<file path="src/include/ifb_pkg.sv">
// Constants, tables and types shared by the interrupt flag and enable bank.
package ifb_pkg;

  localparam int ADDR_W   = 3;
  localparam int DATA_W   = 8;
  localparam int NUM_REG  = 6;
  localparam int SRC_W    = 12;
  localparam int GRP_W    = 3;
  localparam int NUM_VEC  = 15;
  localparam int VEC_W    = 4;
  localparam int NUM_PIN  = 2;
  localparam int EDGE_W   = 2;
  localparam int EN_SHIFT = 4;

  localparam logic [ADDR_W-1:0] ADDR_EDGE   = 3'h0;
  localparam logic [ADDR_W-1:0] ADDR_CTRL_A = 3'h1;
  localparam logic [ADDR_W-1:0] ADDR_CTRL_B = 3'h2;
  localparam logic [ADDR_W-1:0] ADDR_CTRL_C = 3'h3;
  localparam logic [ADDR_W-1:0] ADDR_CTRL_D = 3'h4;
  localparam logic [ADDR_W-1:0] ADDR_GROUP  = 3'h5;
  localparam logic [ADDR_W-1:0] ADDR_STATUS = 3'h6;
  localparam logic [ADDR_W-1:0] ADDR_MASK   = 3'h7;

  localparam logic [DATA_W-1:0] RESET_VALUE = 8'h00;
  localparam logic [DATA_W-1:0] IMPL_MASK [NUM_REG] = '{8'h0F, 8'h7F, 8'hFF, 8'hFF, 8'hFF, 8'h77};
  localparam logic [DATA_W-1:0] STATUS_MASK = 8'h0F;

  localparam int PIN0_EDGE_LSB = 0;
  localparam int PIN1_EDGE_LSB = 2;
  localparam int GIE_BIT       = 0;
  localparam int PIN1_FLAG_BIT = 6;
  localparam int PIN0_FLAG_BIT = 5;
  localparam int CMP0_FLAG_BIT = 4;
  localparam int GROUP_FLAG_BIT = 7;

  localparam int ST_PIN0    = 0;
  localparam int ST_PIN1    = 1;
  localparam int ST_SERVICE = 2;
  localparam int ST_BLOCKED = 3;

  typedef enum logic [EDGE_W-1:0] {
    EDGE_OFF  = 2'b00,
    EDGE_RISE = 2'b01,
    EDGE_FALL = 2'b10,
    EDGE_BOTH = 2'b11
  } ifb_edge_e;

  // Event input order: cmp0, cmp1, tick0, tick1, serial if, low volt, eeprom, converter, t0a, t0p, t2a, t2p.
  localparam int SRC_REG [SRC_W] = '{1, 4, 4, 4, 2, 2, 2, 2, 3, 3, 3, 3};
  localparam int SRC_BIT [SRC_W] = '{4, 6, 4, 5, 4, 5, 7, 6, 7, 6, 5, 4};
  // Group event order: timer-1 period, timer-1 match A, serial port.
  localparam int GRP_BIT [GRP_W] = '{4, 5, 6};

  // Vector order is also the priority order, vector 0 first.
  localparam int VEC_REG [NUM_VEC] = '{1, 1, 1, 4, 4, 4, 2, 2, 2, 2, 3, 3, 3, 3, 4};
  localparam int VEC_BIT [NUM_VEC] = '{5, 6, 4, 6, 4, 5, 4, 5, 7, 6, 7, 6, 5, 4, 7};
  localparam int VEC_EN  [NUM_VEC] = '{2, 3, 1, 2, 0, 1, 0, 1, 3, 2, 3, 2, 1, 0, 3};
  localparam logic [VEC_W-1:0] VEC_NONE = 4'hF;

endpackage

</file>
<file path="src/include/ifb_edge_if.sv">
// Interface carrying the external pins, their edge fields and the detected hits.
`timescale 1ns/10ps
interface ifb_edge_if;
  logic [ifb_pkg::NUM_PIN-1:0]                 pin;
  logic [ifb_pkg::NUM_PIN*ifb_pkg::EDGE_W-1:0] edge_sel;
  logic [ifb_pkg::NUM_PIN-1:0]                 hit;
  modport bank (output pin, output edge_sel, input hit);
  modport det  (input pin, input edge_sel, output hit);
endinterface

</file>
<file path="src/core/ifb_edge_detect.sv">
// Edge detector for the external interrupt pins.
`timescale 1ns/10ps
module ifb_edge_detect (
  input wire logic clk,
  input wire logic rstn,
  ifb_edge_if.det  e
);

  logic [ifb_pkg::NUM_PIN-1:0] prev;
  logic                        armed;

  // The first cycle after reset only loads the history, so a pin that is already
  // high at reset is not taken for a rising edge.
  always_ff @(posedge clk) begin
    if (!rstn) begin
      prev  <= '0;
      armed <= 1'b0;
    end else begin
      prev  <= e.pin;
      armed <= 1'b1;
    end
  end

  genvar i;
  generate
    for (i = 0; i < ifb_pkg::NUM_PIN; i++) begin : g_pin
      wire [ifb_pkg::EDGE_W-1:0] sel  = e.edge_sel[i*ifb_pkg::EDGE_W +: ifb_pkg::EDGE_W];
      wire                       rise = armed & e.pin[i] & ~prev[i];
      wire                       fall = armed & ~e.pin[i] & prev[i];
      assign e.hit[i] = (rise & (sel == ifb_pkg::EDGE_RISE | sel == ifb_pkg::EDGE_BOTH))
                      | (fall & (sel == ifb_pkg::EDGE_FALL | sel == ifb_pkg::EDGE_BOTH));
    end
  endgenerate

endmodule

</file>
<file path="src/core/ifb_irq_bank.sv">
// Interrupt request flag and enable bank with edge select, priority and core hand-off.
//
// Added by the designer: the placing of the registers and the strobed register port.
`timescale 1ns/10ps
module ifb_irq_bank (
  input  wire logic                          CORE_CLK,
  input  wire logic                          RSTN,
  input  wire logic [ifb_pkg::ADDR_W-1:0]    REG_ADDR,
  input  wire logic [ifb_pkg::DATA_W-1:0]    REG_WDATA,
  input  wire logic                          REG_WR,
  input  wire logic                          REG_RD,
  output logic      [ifb_pkg::DATA_W-1:0]    REG_RDATA,
  input  wire logic                          EXT_IRQ_PIN_0,
  input  wire logic                          EXT_IRQ_PIN_1,
  input  wire logic [ifb_pkg::SRC_W-1:0]     SRC_EVENT,
  input  wire logic [ifb_pkg::GRP_W-1:0]     GROUP_EVENT,
  input  wire logic                          IRQ_ACK,
  output logic                               IRQ_REQ,
  output logic      [ifb_pkg::VEC_W-1:0]     IRQ_VEC,
  output logic                               GLOBAL_IRQ_ENABLE,
  output logic                               IRQ_OUT
);

  // ****************************************************************
  // Register storage
  // ****************************************************************

  logic [ifb_pkg::DATA_W-1:0] regs     [ifb_pkg::NUM_REG];
  logic [ifb_pkg::DATA_W-1:0] set_m    [ifb_pkg::NUM_REG];
  logic [ifb_pkg::DATA_W-1:0] clr_m    [ifb_pkg::NUM_REG];
  logic [ifb_pkg::DATA_W-1:0] next_reg [ifb_pkg::NUM_REG];
  logic [ifb_pkg::DATA_W-1:0] status;
  logic [ifb_pkg::DATA_W-1:0] mask;
  logic [ifb_pkg::DATA_W-1:0] next_status;
  logic [ifb_pkg::DATA_W-1:0] next_rdata;

  // Writes replace the stored value, hardware clears come next and hardware sets
  // last, so an event in the cycle of a clearing write or a service is kept.
  function automatic logic [ifb_pkg::DATA_W-1:0] ifb_next_value(
    input logic [ifb_pkg::DATA_W-1:0] cur,
    input logic                       wr,
    input logic [ifb_pkg::DATA_W-1:0] wd,
    input logic [ifb_pkg::DATA_W-1:0] impl,
    input logic [ifb_pkg::DATA_W-1:0] clr,
    input logic [ifb_pkg::DATA_W-1:0] set
  );
    logic [ifb_pkg::DATA_W-1:0] base;
    base = wr ? wd : cur;
    return ((base & ~clr) | set) & impl;
  endfunction

  // Lowest pending index wins; the caller checks that something is pending.
  function automatic logic [ifb_pkg::VEC_W-1:0] ifb_first(
    input logic [ifb_pkg::NUM_VEC-1:0] req
  );
    logic [ifb_pkg::VEC_W-1:0] idx;
    idx = ifb_pkg::VEC_NONE;
    for (int v = ifb_pkg::NUM_VEC - 1; v >= 0; v--) begin
      if (req[v]) begin
        idx = v[ifb_pkg::VEC_W-1:0];
      end
    end
    return idx;
  endfunction

  // ****************************************************************
  // Address decode
  // ****************************************************************

  wire wr_edge   = REG_WR & (REG_ADDR == ifb_pkg::ADDR_EDGE);
  wire wr_ctrl_a = REG_WR & (REG_ADDR == ifb_pkg::ADDR_CTRL_A);
  wire wr_ctrl_b = REG_WR & (REG_ADDR == ifb_pkg::ADDR_CTRL_B);
  wire wr_ctrl_c = REG_WR & (REG_ADDR == ifb_pkg::ADDR_CTRL_C);
  wire wr_ctrl_d = REG_WR & (REG_ADDR == ifb_pkg::ADDR_CTRL_D);
  wire wr_group  = REG_WR & (REG_ADDR == ifb_pkg::ADDR_GROUP);
  wire wr_status = REG_WR & (REG_ADDR == ifb_pkg::ADDR_STATUS);
  wire wr_mask   = REG_WR & (REG_ADDR == ifb_pkg::ADDR_MASK);

  wire [ifb_pkg::NUM_REG-1:0] wr_sel = {wr_group, wr_ctrl_d, wr_ctrl_c, wr_ctrl_b, wr_ctrl_a, wr_edge};

  // ****************************************************************
  // Named fields
  // ****************************************************************

  wire [ifb_pkg::DATA_W-1:0] ext_edge_select    = regs[ifb_pkg::ADDR_EDGE];
  wire [ifb_pkg::DATA_W-1:0] primary_irq_ctrl_a = regs[ifb_pkg::ADDR_CTRL_A];
  wire [ifb_pkg::DATA_W-1:0] primary_irq_ctrl_b = regs[ifb_pkg::ADDR_CTRL_B];
  wire [ifb_pkg::DATA_W-1:0] primary_irq_ctrl_c = regs[ifb_pkg::ADDR_CTRL_C];
  wire [ifb_pkg::DATA_W-1:0] primary_irq_ctrl_d = regs[ifb_pkg::ADDR_CTRL_D];
  wire [ifb_pkg::DATA_W-1:0] group_irq_ctrl     = regs[ifb_pkg::ADDR_GROUP];

  wire [ifb_pkg::EDGE_W-1:0] pin0_edge_field = ext_edge_select[ifb_pkg::PIN0_EDGE_LSB +: ifb_pkg::EDGE_W];
  wire [ifb_pkg::EDGE_W-1:0] pin1_edge_field = ext_edge_select[ifb_pkg::PIN1_EDGE_LSB +: ifb_pkg::EDGE_W];

  wire global_irq_enable = primary_irq_ctrl_a[ifb_pkg::GIE_BIT];

  wire serial_port_req_flag   = group_irq_ctrl[ifb_pkg::GRP_BIT[2]];
  wire timer1_match_a_flag    = group_irq_ctrl[ifb_pkg::GRP_BIT[1]];
  wire timer1_period_flag     = group_irq_ctrl[ifb_pkg::GRP_BIT[0]];
  wire serial_port_req_enable = group_irq_ctrl[ifb_pkg::GRP_BIT[2] - ifb_pkg::EN_SHIFT];
  wire timer1_match_a_enable  = group_irq_ctrl[ifb_pkg::GRP_BIT[1] - ifb_pkg::EN_SHIFT];
  wire timer1_period_enable   = group_irq_ctrl[ifb_pkg::GRP_BIT[0] - ifb_pkg::EN_SHIFT];

  wire group_pending = (serial_port_req_flag & serial_port_req_enable)
                     | (timer1_match_a_flag & timer1_match_a_enable)
                     | (timer1_period_flag & timer1_period_enable);

  // ****************************************************************
  // External pin edge detection
  // ****************************************************************

  ifb_edge_if edge_bus ();

  assign edge_bus.pin      = {EXT_IRQ_PIN_1, EXT_IRQ_PIN_0};
  assign edge_bus.edge_sel = {pin1_edge_field, pin0_edge_field};

  ifb_edge_detect u_edge (
    .clk  (CORE_CLK),
    .rstn (RSTN),
    .e    (edge_bus.det)
  );

  wire pin0_hit = edge_bus.hit[0];
  wire pin1_hit = edge_bus.hit[1];

  // ****************************************************************
  // Request vectors and priority
  // ****************************************************************

  logic [ifb_pkg::NUM_VEC-1:0] vec_flag;
  logic [ifb_pkg::NUM_VEC-1:0] vec_en;

  genvar gv;
  generate
    for (gv = 0; gv < ifb_pkg::NUM_VEC; gv++) begin : g_vec
      assign vec_flag[gv] = regs[ifb_pkg::VEC_REG[gv]][ifb_pkg::VEC_BIT[gv]];
      assign vec_en[gv]   = regs[ifb_pkg::VEC_REG[gv]][ifb_pkg::VEC_EN[gv]];
    end
  endgenerate

  wire [ifb_pkg::NUM_VEC-1:0] pending = vec_flag & vec_en;
  wire                        any_pending = |pending;
  wire [ifb_pkg::VEC_W-1:0]   top_vec = ifb_first(pending);

  // An acknowledge counts only while a request is offered.
  wire service = IRQ_ACK & IRQ_REQ;

  // ****************************************************************
  // Hardware set and clear masks
  // ****************************************************************

  always_comb begin
    for (int r = 0; r < ifb_pkg::NUM_REG; r++) begin
      set_m[r] = '0;
      clr_m[r] = '0;
    end
    for (int s = 0; s < ifb_pkg::SRC_W; s++) begin
      if (SRC_EVENT[s]) begin
        set_m[ifb_pkg::SRC_REG[s]][ifb_pkg::SRC_BIT[s]] = 1'b1;
      end
    end
    for (int g = 0; g < ifb_pkg::GRP_W; g++) begin
      if (GROUP_EVENT[g]) begin
        set_m[ifb_pkg::ADDR_GROUP][ifb_pkg::GRP_BIT[g]] = 1'b1;
      end
    end
    set_m[ifb_pkg::ADDR_CTRL_A][ifb_pkg::PIN0_FLAG_BIT] = pin0_hit;
    set_m[ifb_pkg::ADDR_CTRL_A][ifb_pkg::PIN1_FLAG_BIT] = pin1_hit;
    set_m[ifb_pkg::ADDR_CTRL_D][ifb_pkg::GROUP_FLAG_BIT] = group_pending;
    if (service) begin
      clr_m[ifb_pkg::VEC_REG[IRQ_VEC]][ifb_pkg::VEC_BIT[IRQ_VEC]] = 1'b1;
      clr_m[ifb_pkg::ADDR_CTRL_A][ifb_pkg::GIE_BIT] = 1'b1;
    end
  end

  // ****************************************************************
  // Register update
  // ****************************************************************

  genvar gr;
  generate
    for (gr = 0; gr < ifb_pkg::NUM_REG; gr++) begin : g_reg
      assign next_reg[gr] = ifb_next_value(regs[gr], wr_sel[gr], REG_WDATA, ifb_pkg::IMPL_MASK[gr],
                                           clr_m[gr], set_m[gr]);

      always_ff @(posedge CORE_CLK) begin
        if (!RSTN) begin
          regs[gr] <= ifb_pkg::RESET_VALUE;
        end else begin
          regs[gr] <= next_reg[gr];
        end
      end
    end
  endgenerate

  // ****************************************************************
  // Status and mask for the summary interrupt line
  // ****************************************************************

  wire [ifb_pkg::DATA_W-1:0] status_set = {
    4'h0,
    any_pending & ~global_irq_enable,
    service,
    pin1_hit,
    pin0_hit
  };

  // Writing a one clears a status bit unless the same event arrives again.
  assign next_status = (((wr_status ? status & ~REG_WDATA : status)) | status_set) & ifb_pkg::STATUS_MASK;

  always_ff @(posedge CORE_CLK) begin
    if (!RSTN) begin
      status <= ifb_pkg::RESET_VALUE;
      mask   <= ifb_pkg::RESET_VALUE;
    end else begin
      status <= next_status;
      if (wr_mask) begin
        mask <= REG_WDATA & ifb_pkg::STATUS_MASK;
      end
    end
  end

  // ****************************************************************
  // Read port
  // ****************************************************************

  always_comb begin
    next_rdata = ifb_pkg::RESET_VALUE;
    if (REG_RD) begin
      unique case (REG_ADDR)
        ifb_pkg::ADDR_EDGE:   next_rdata = ext_edge_select;
        ifb_pkg::ADDR_CTRL_A: next_rdata = primary_irq_ctrl_a;
        ifb_pkg::ADDR_CTRL_B: next_rdata = primary_irq_ctrl_b;
        ifb_pkg::ADDR_CTRL_C: next_rdata = primary_irq_ctrl_c;
        ifb_pkg::ADDR_CTRL_D: next_rdata = primary_irq_ctrl_d;
        ifb_pkg::ADDR_GROUP:  next_rdata = group_irq_ctrl;
        ifb_pkg::ADDR_STATUS: next_rdata = status;
        ifb_pkg::ADDR_MASK:   next_rdata = mask;
      endcase
    end
  end

  // ****************************************************************
  // Outputs to the core
  // ****************************************************************

  // The request is withdrawn in the cycle after a service because the global
  // enable is already being cleared; the core re-enables it to allow nesting.
  wire next_req = global_irq_enable & any_pending & ~service;

  always_ff @(posedge CORE_CLK) begin
    if (!RSTN) begin
      REG_RDATA         <= ifb_pkg::RESET_VALUE;
      IRQ_REQ           <= 1'b0;
      IRQ_VEC           <= ifb_pkg::VEC_NONE;
      GLOBAL_IRQ_ENABLE <= 1'b0;
      IRQ_OUT           <= 1'b0;
    end else begin
      REG_RDATA         <= next_rdata;
      IRQ_REQ           <= next_req;
      IRQ_VEC           <= next_req ? top_vec : ifb_pkg::VEC_NONE;
      GLOBAL_IRQ_ENABLE <= next_reg[ifb_pkg::ADDR_CTRL_A][ifb_pkg::GIE_BIT];
      IRQ_OUT           <= |(next_status & mask);
    end
  end

endmodule

</file>
<file path="config.mk">
export PLATFORM = sky130hd
export DESIGN_NAME = ifb_irq_bank
export DESIGN_NICKNAME = d
export VERILOG_FILES = /design/src/include/ifb_pkg.sv /design/src/include/ifb_edge_if.sv /design/src/core/ifb_edge_detect.sv /design/src/core/ifb_irq_bank.sv
export SDC_FILE = /design/constraint.sdc
export NUM_CORES = 1
export LEC_CHECK = 0
export ABC_AREA = 1
export BUFFER_PORTS_ARGS = -buffer_cell sky130_fd_sc_hd__buf_2
export CORE_ASPECT_RATIO = 0.8
export CORE_MARGIN = 10
export CORE_UTILIZATION = 56
export CTS_BUF_LIST = sky130_fd_sc_hd__clkbuf_16
export DETAILED_ROUTE_END_ITERATION = 12
export PLACE_DENSITY = 0.8
export SYNTH_ARGS = -nofsm -noshare
export SYNTH_HDL_FRONTEND = slang
export SYNTH_SLANG_ARGS = --single-unit
</file>
<file path="constraint.sdc">
create_clock -name CORE_CLK -period 1.5 [get_ports CORE_CLK]
set_input_delay 0.225 -clock CORE_CLK [delete_from_list [all_inputs] [get_ports CORE_CLK]]
set_output_delay 0.225 -clock CORE_CLK [all_outputs]
set_load 0.005 [all_outputs]
</file>
==> out/metrics.csv <==
stage,metric,value,unit
sta,fin_crit,1.576,ns
status,status,"complete, but fails checks",
placement,placed_cells,605,
grt,grt_max_degree,19,
power_and_ir_drop,seqPwrFrac,0.432,
placement,portBuffers,47,
synthesis,netlist_instances,459,
clock_tree,htreeDepth,3,
sta,rsz0062_at_grt,true,
clock_tree,numCtsBuffers,9,
detailed_routing,drc_errors,0,
clock_tree,clockBufferDepth,2,
clock_tree,worstSkewPairLatency,0.33,ns
floorplan,dieWidth,103.9,um
synthesis,ys_top_cells_by_area,"dfxtp_1, nand2_1, o21ai_0",
sta,setup_viol,11,
layout,syn_to_final_growth,29.13,%
floorplan,dieArea,9050,um2
synthesis,avgSynthCellArea,6.869,um2
critical_path,slowest_stage,dfxtp_1,
synthesis,syn-num-nets,494,
run,max_cap_violations,0,
critical_path,worstSetupPathType,reg2reg,
critical_path,rrSetupSlack,-0.08,ns
detailed_routing,drtIter0Drc,400,
placement,dpl_cell_area,3672,um2
critical_path,cp_common_cell,inv_1,
power_and_ir_drop,clockPowerShare,0.459,
detailed_routing,via_count,3486,
detailed_routing,first_pass_iters,5,
power_and_ir_drop,power.leakage,0.001965,uW
critical_path,required,1.72,ns
worst_hold_path,holdPathEnd,u_edge.prev[1]$_SDFF_PN0_,
layout,drive_above_1_share,0.2638,
sta,fin_skew,0.007028,ns
critical_path,start_kind,flop,
grt,grt_pass1_vias,3281,
critical_path,r2r_end,regs[1][6]$_SDFF_PN0_,
sta,worst_slack,-0.07609,ns
grt,grt_pass1_wl,16300,um
detailed_routing,met2_length,4719,um
layout,stdcell_area,4071,um2
clock_tree,path_clk_slew,0.06,ns
synthesis,synth-seq-area-share,0.4190,
power_and_ir_drop,p_sw,1074,uW
power_and_ir_drop,combPwrFrac,0.109,
floorplan,die_h,87.12,um
layout,num-nets-final,573,
worst_hold_path,min_path_cells,3,
grt,grtUsageTotal,0.2258,
layout,nFillCells,435,
clock_tree,cts_tree,built,
synthesis,ys_types,28,
grt,globalRouteOverflowTotal,0,
detailed_routing,wirelength,10290,um
critical_path,cpPeakStageDelay,0.36,ns
critical_path,cp-end-kind,flop,
power_and_ir_drop,intPower,3271,uW
synthesis,synth_top_area_cell,dfxtp_1,
synthesis,ys_ff_latch,66,
clock_tree,cts_hold_buf,0,
detailed_routing,routed.top_layer,met4,
sta,fmax,634.5,MHz
sta,slew_headroom,0.6368,
detailed_routing,wl_met3,1145,um
critical_path,path_cells,inv_1 -> ha_1 -> a21oi_2 -> inv_1 -> nor2_4 -> nand2_4 -> o21ai_2 -> a21oi_1,
status,violations,negative setup slack,
sta,period_share,1.051,
critical_path,r2r_start,IRQ_VEC[1]$_SDFF_PN1_,
detailed_routing,routed_via_density,5.623,
worst_hold_path,holdCritStartpoint,EXT_IRQ_PIN_1,
layout,antenna_cells,0,
detailed_routing,wl_met1,4182,um
layout,ff_latch_area,1329,um2
floorplan,pin_count,48,
floorplan,num_rows,24,
power_and_ir_drop,ir_worst_vdd,0.7230,mV
layout,fin_cells,620,
placement,gp_congestion,0.9787,
placement,dp_hpwl,7529,um
sta,worst_slew_pin_slew,0.5437,ns
sta,slew_violations,0,
clock_tree,post-cts-setup-buffers,0,
critical_path,timing.reg2reg.worst_path_depth,8,
floorplan,coreArea,5465,um2
synthesis,yosysWarningCount,0,
synthesis,synth.cell_area,3153,um2
layout,postLayoutCoreUtil,0.7450,
detailed_routing,drt.antenna.violating_nets,0,
critical_path,cp_max_fo,5,
clock_tree,clockRootBuffer,clkbuf_16,
sta,final_hold_viol_count,0,
clock_tree,cts.sinks,66,
critical_path,arrival,1.80,ns
power_and_ir_drop,swShare,0.2472,
worst_hold_path,hold_class,in2reg,
floorplan,initial_core_util,0.5769,
power_and_ir_drop,powerDensity,1067,nW/um2
grt,antenna_found_initial,0,
detailed_routing,wl_per_cell,16.59,um
synthesis,synth_top_area_share,0.4190,
layout,multi_input_area,1629,um2
## critical path, delay by kind of cell (launching register included)
family          cells  cell delay [ns]
buf+inv             2             0.18
compound gates      3             0.44
flops               1             0.36
fa+ha+maj           1             0.21
simple gates        2             0.26
## worst max path at each step
stage / slack, ns / cells after the start / from / end
global route: -0.22 / 7 / regs[4][0]$_SDFFE_PN0P_ / IRQ_VEC[1]$_SDFF_PN1_
CTS: 0.0004 / 8 / IRQ_VEC[1]$_SDFF_PN1_ / regs[2][5]$_SDFF_PN0_
floorplan: 0.09 / 7 / IRQ_VEC[1]$_SDFF_PN1_ / regs[2][7]$_SDFF_PN0_
detailed placement: -0.12 / 8 / IRQ_VEC[1]$_SDFF_PN1_ / regs[1][6]$_SDFF_PN0_
global placement: -0.08 / 8 / IRQ_VEC[1]$_SDFF_PN1_ / regs[1][6]$_SDFF_PN0_
finish: -0.08 / 8 / IRQ_VEC[1]$_SDFF_PN1_ / regs[1][6]$_SDFF_PN0_
## cell type report
| type | instances | share of cell area |
|---|---|---|
| inverters | 65 | 0.05993 |
| clock inverters | 6 | 0.01260 |
| well taps | 78 | 0.02397 |
| repair buffers | 80 | 0.1217 |
| multi-input cells | 316 | 0.4001 |
| clock buffers | 9 | 0.05532 |
| flip-flops and latches | 66 | 0.3264 |
## through the flow
stage | setup TNS, ns | hold WS, ns | total power (uW) | worst slack [ns]
2_1_floorplan | 0 | 0.2527 | 2144 | 0.09037
3_3_place_gp | -0.3606 | 0.4299 | 2343 | -0.08151
3_5_place_dp | -0.7513 | 0.4367 | 2352 | -0.1222
4_1_cts | 0 | 0.1011 | 4317 | 0.0003557
5_1_grt | -2.131 | 0.1109 | 4472 | -0.2162
6_report | -0.4381 | 0.1035 | 4346 | -0.07609
## repair_timing
item,in CTS,in global routing
pin swaps,0,3
hold endpoints to repair,0,0
gates resized for setup,16,45
setup endpoints to repair,16,25
## cells in the mapped netlist
library cell	instances
nand2_1	118
o21ai_0	68
dfxtp_1	66
inv_1	58
a21oi_1	47
nor2_1	32
nand3_1	10
a221oi_1	7
inv_2	7
clkbuf_1	6
nand2_2	5
a22oi_1	4
a41oi_1	4
a31oi_1	3
buf_6	3
nand3b_1	3
o22ai_1	3
buf_2	2
ha_1	2
nor2_2	2
nor3_1	2
buf_4	1
nor2_4	1
nor2_8	1
nor3b_1	1
nor4_1	1
o211ai_1	1
o21a_1	1
## state kept, by name, summed over array words and instances (netlist names)
register / flops
regs: 41
REG_RDATA: 8
IRQ_VEC: 4
mask: 4
status: 4
u_edge.prev: 2
IRQ_OUT: 1
IRQ_REQ: 1
u_edge.armed: 1
## layer usage
metal | global-route usage | vias to the layer above
met5 | 0 | -
met4 | 0.09079 | 0
met3 | 0.07027 | 28
met2 | 0.3690 | 193
met1 | 0.2734 | 1599
li1 | - | 1666
## logic make-up after synthesis
kind of cell,after synthesis,share of synthesized area
flip-flops,66,0.4190
adder cells (fa/ha/maj),2,0.007935
buffers and inverters,77,0.1008
AO/OA/AOI/OAI,138,0.2393
AND/OR/NAND/NOR,176,0.2329
## layout by cell type, fill, tap and decap left out, drive strengths merged
| cell | netlist | final |
|---|---|---|
| bufinv | 0 | 1 |
| dfxtp | 66 | 66 |
| o211ai | 1 | 1 |
| o22ai | 3 | 3 |
| a221oi | 7 | 7 |
| o21a | 1 | 1 |
| nor2 | 36 | 36 |
| a31oi | 3 | 3 |
| nand3 | 10 | 10 |
| clkbuf | 6 | 9 |
| a21oi | 47 | 47 |
| nand2 | 123 | 123 |
| nand3b | 3 | 3 |
| ha | 2 | 2 |
| nor3 | 2 | 2 |
| clkinv | 0 | 3 |
| inv | 65 | 67 |
| nor4 | 1 | 1 |
| o21ai | 68 | 68 |
| a41oi | 4 | 4 |
| nor3b | 1 | 1 |
| buf | 6 | 80 |
| a22oi | 4 | 4 |
## power by group through the flow
stage | sequential, uW | combinational (uW) | clock (uW)
2_1_floorplan | 1900 | 239 | 0
3_3_place_gp | 1910 | 434 | 0
3_5_place_dp | 1910 | 440 | 0
4_1_cts | 1880 | 449 | 1990
5_1_grt | 1880 | 524 | 2070
6_report | 1880 | 475 | 2000
Power figures use the tool's default switching activity.
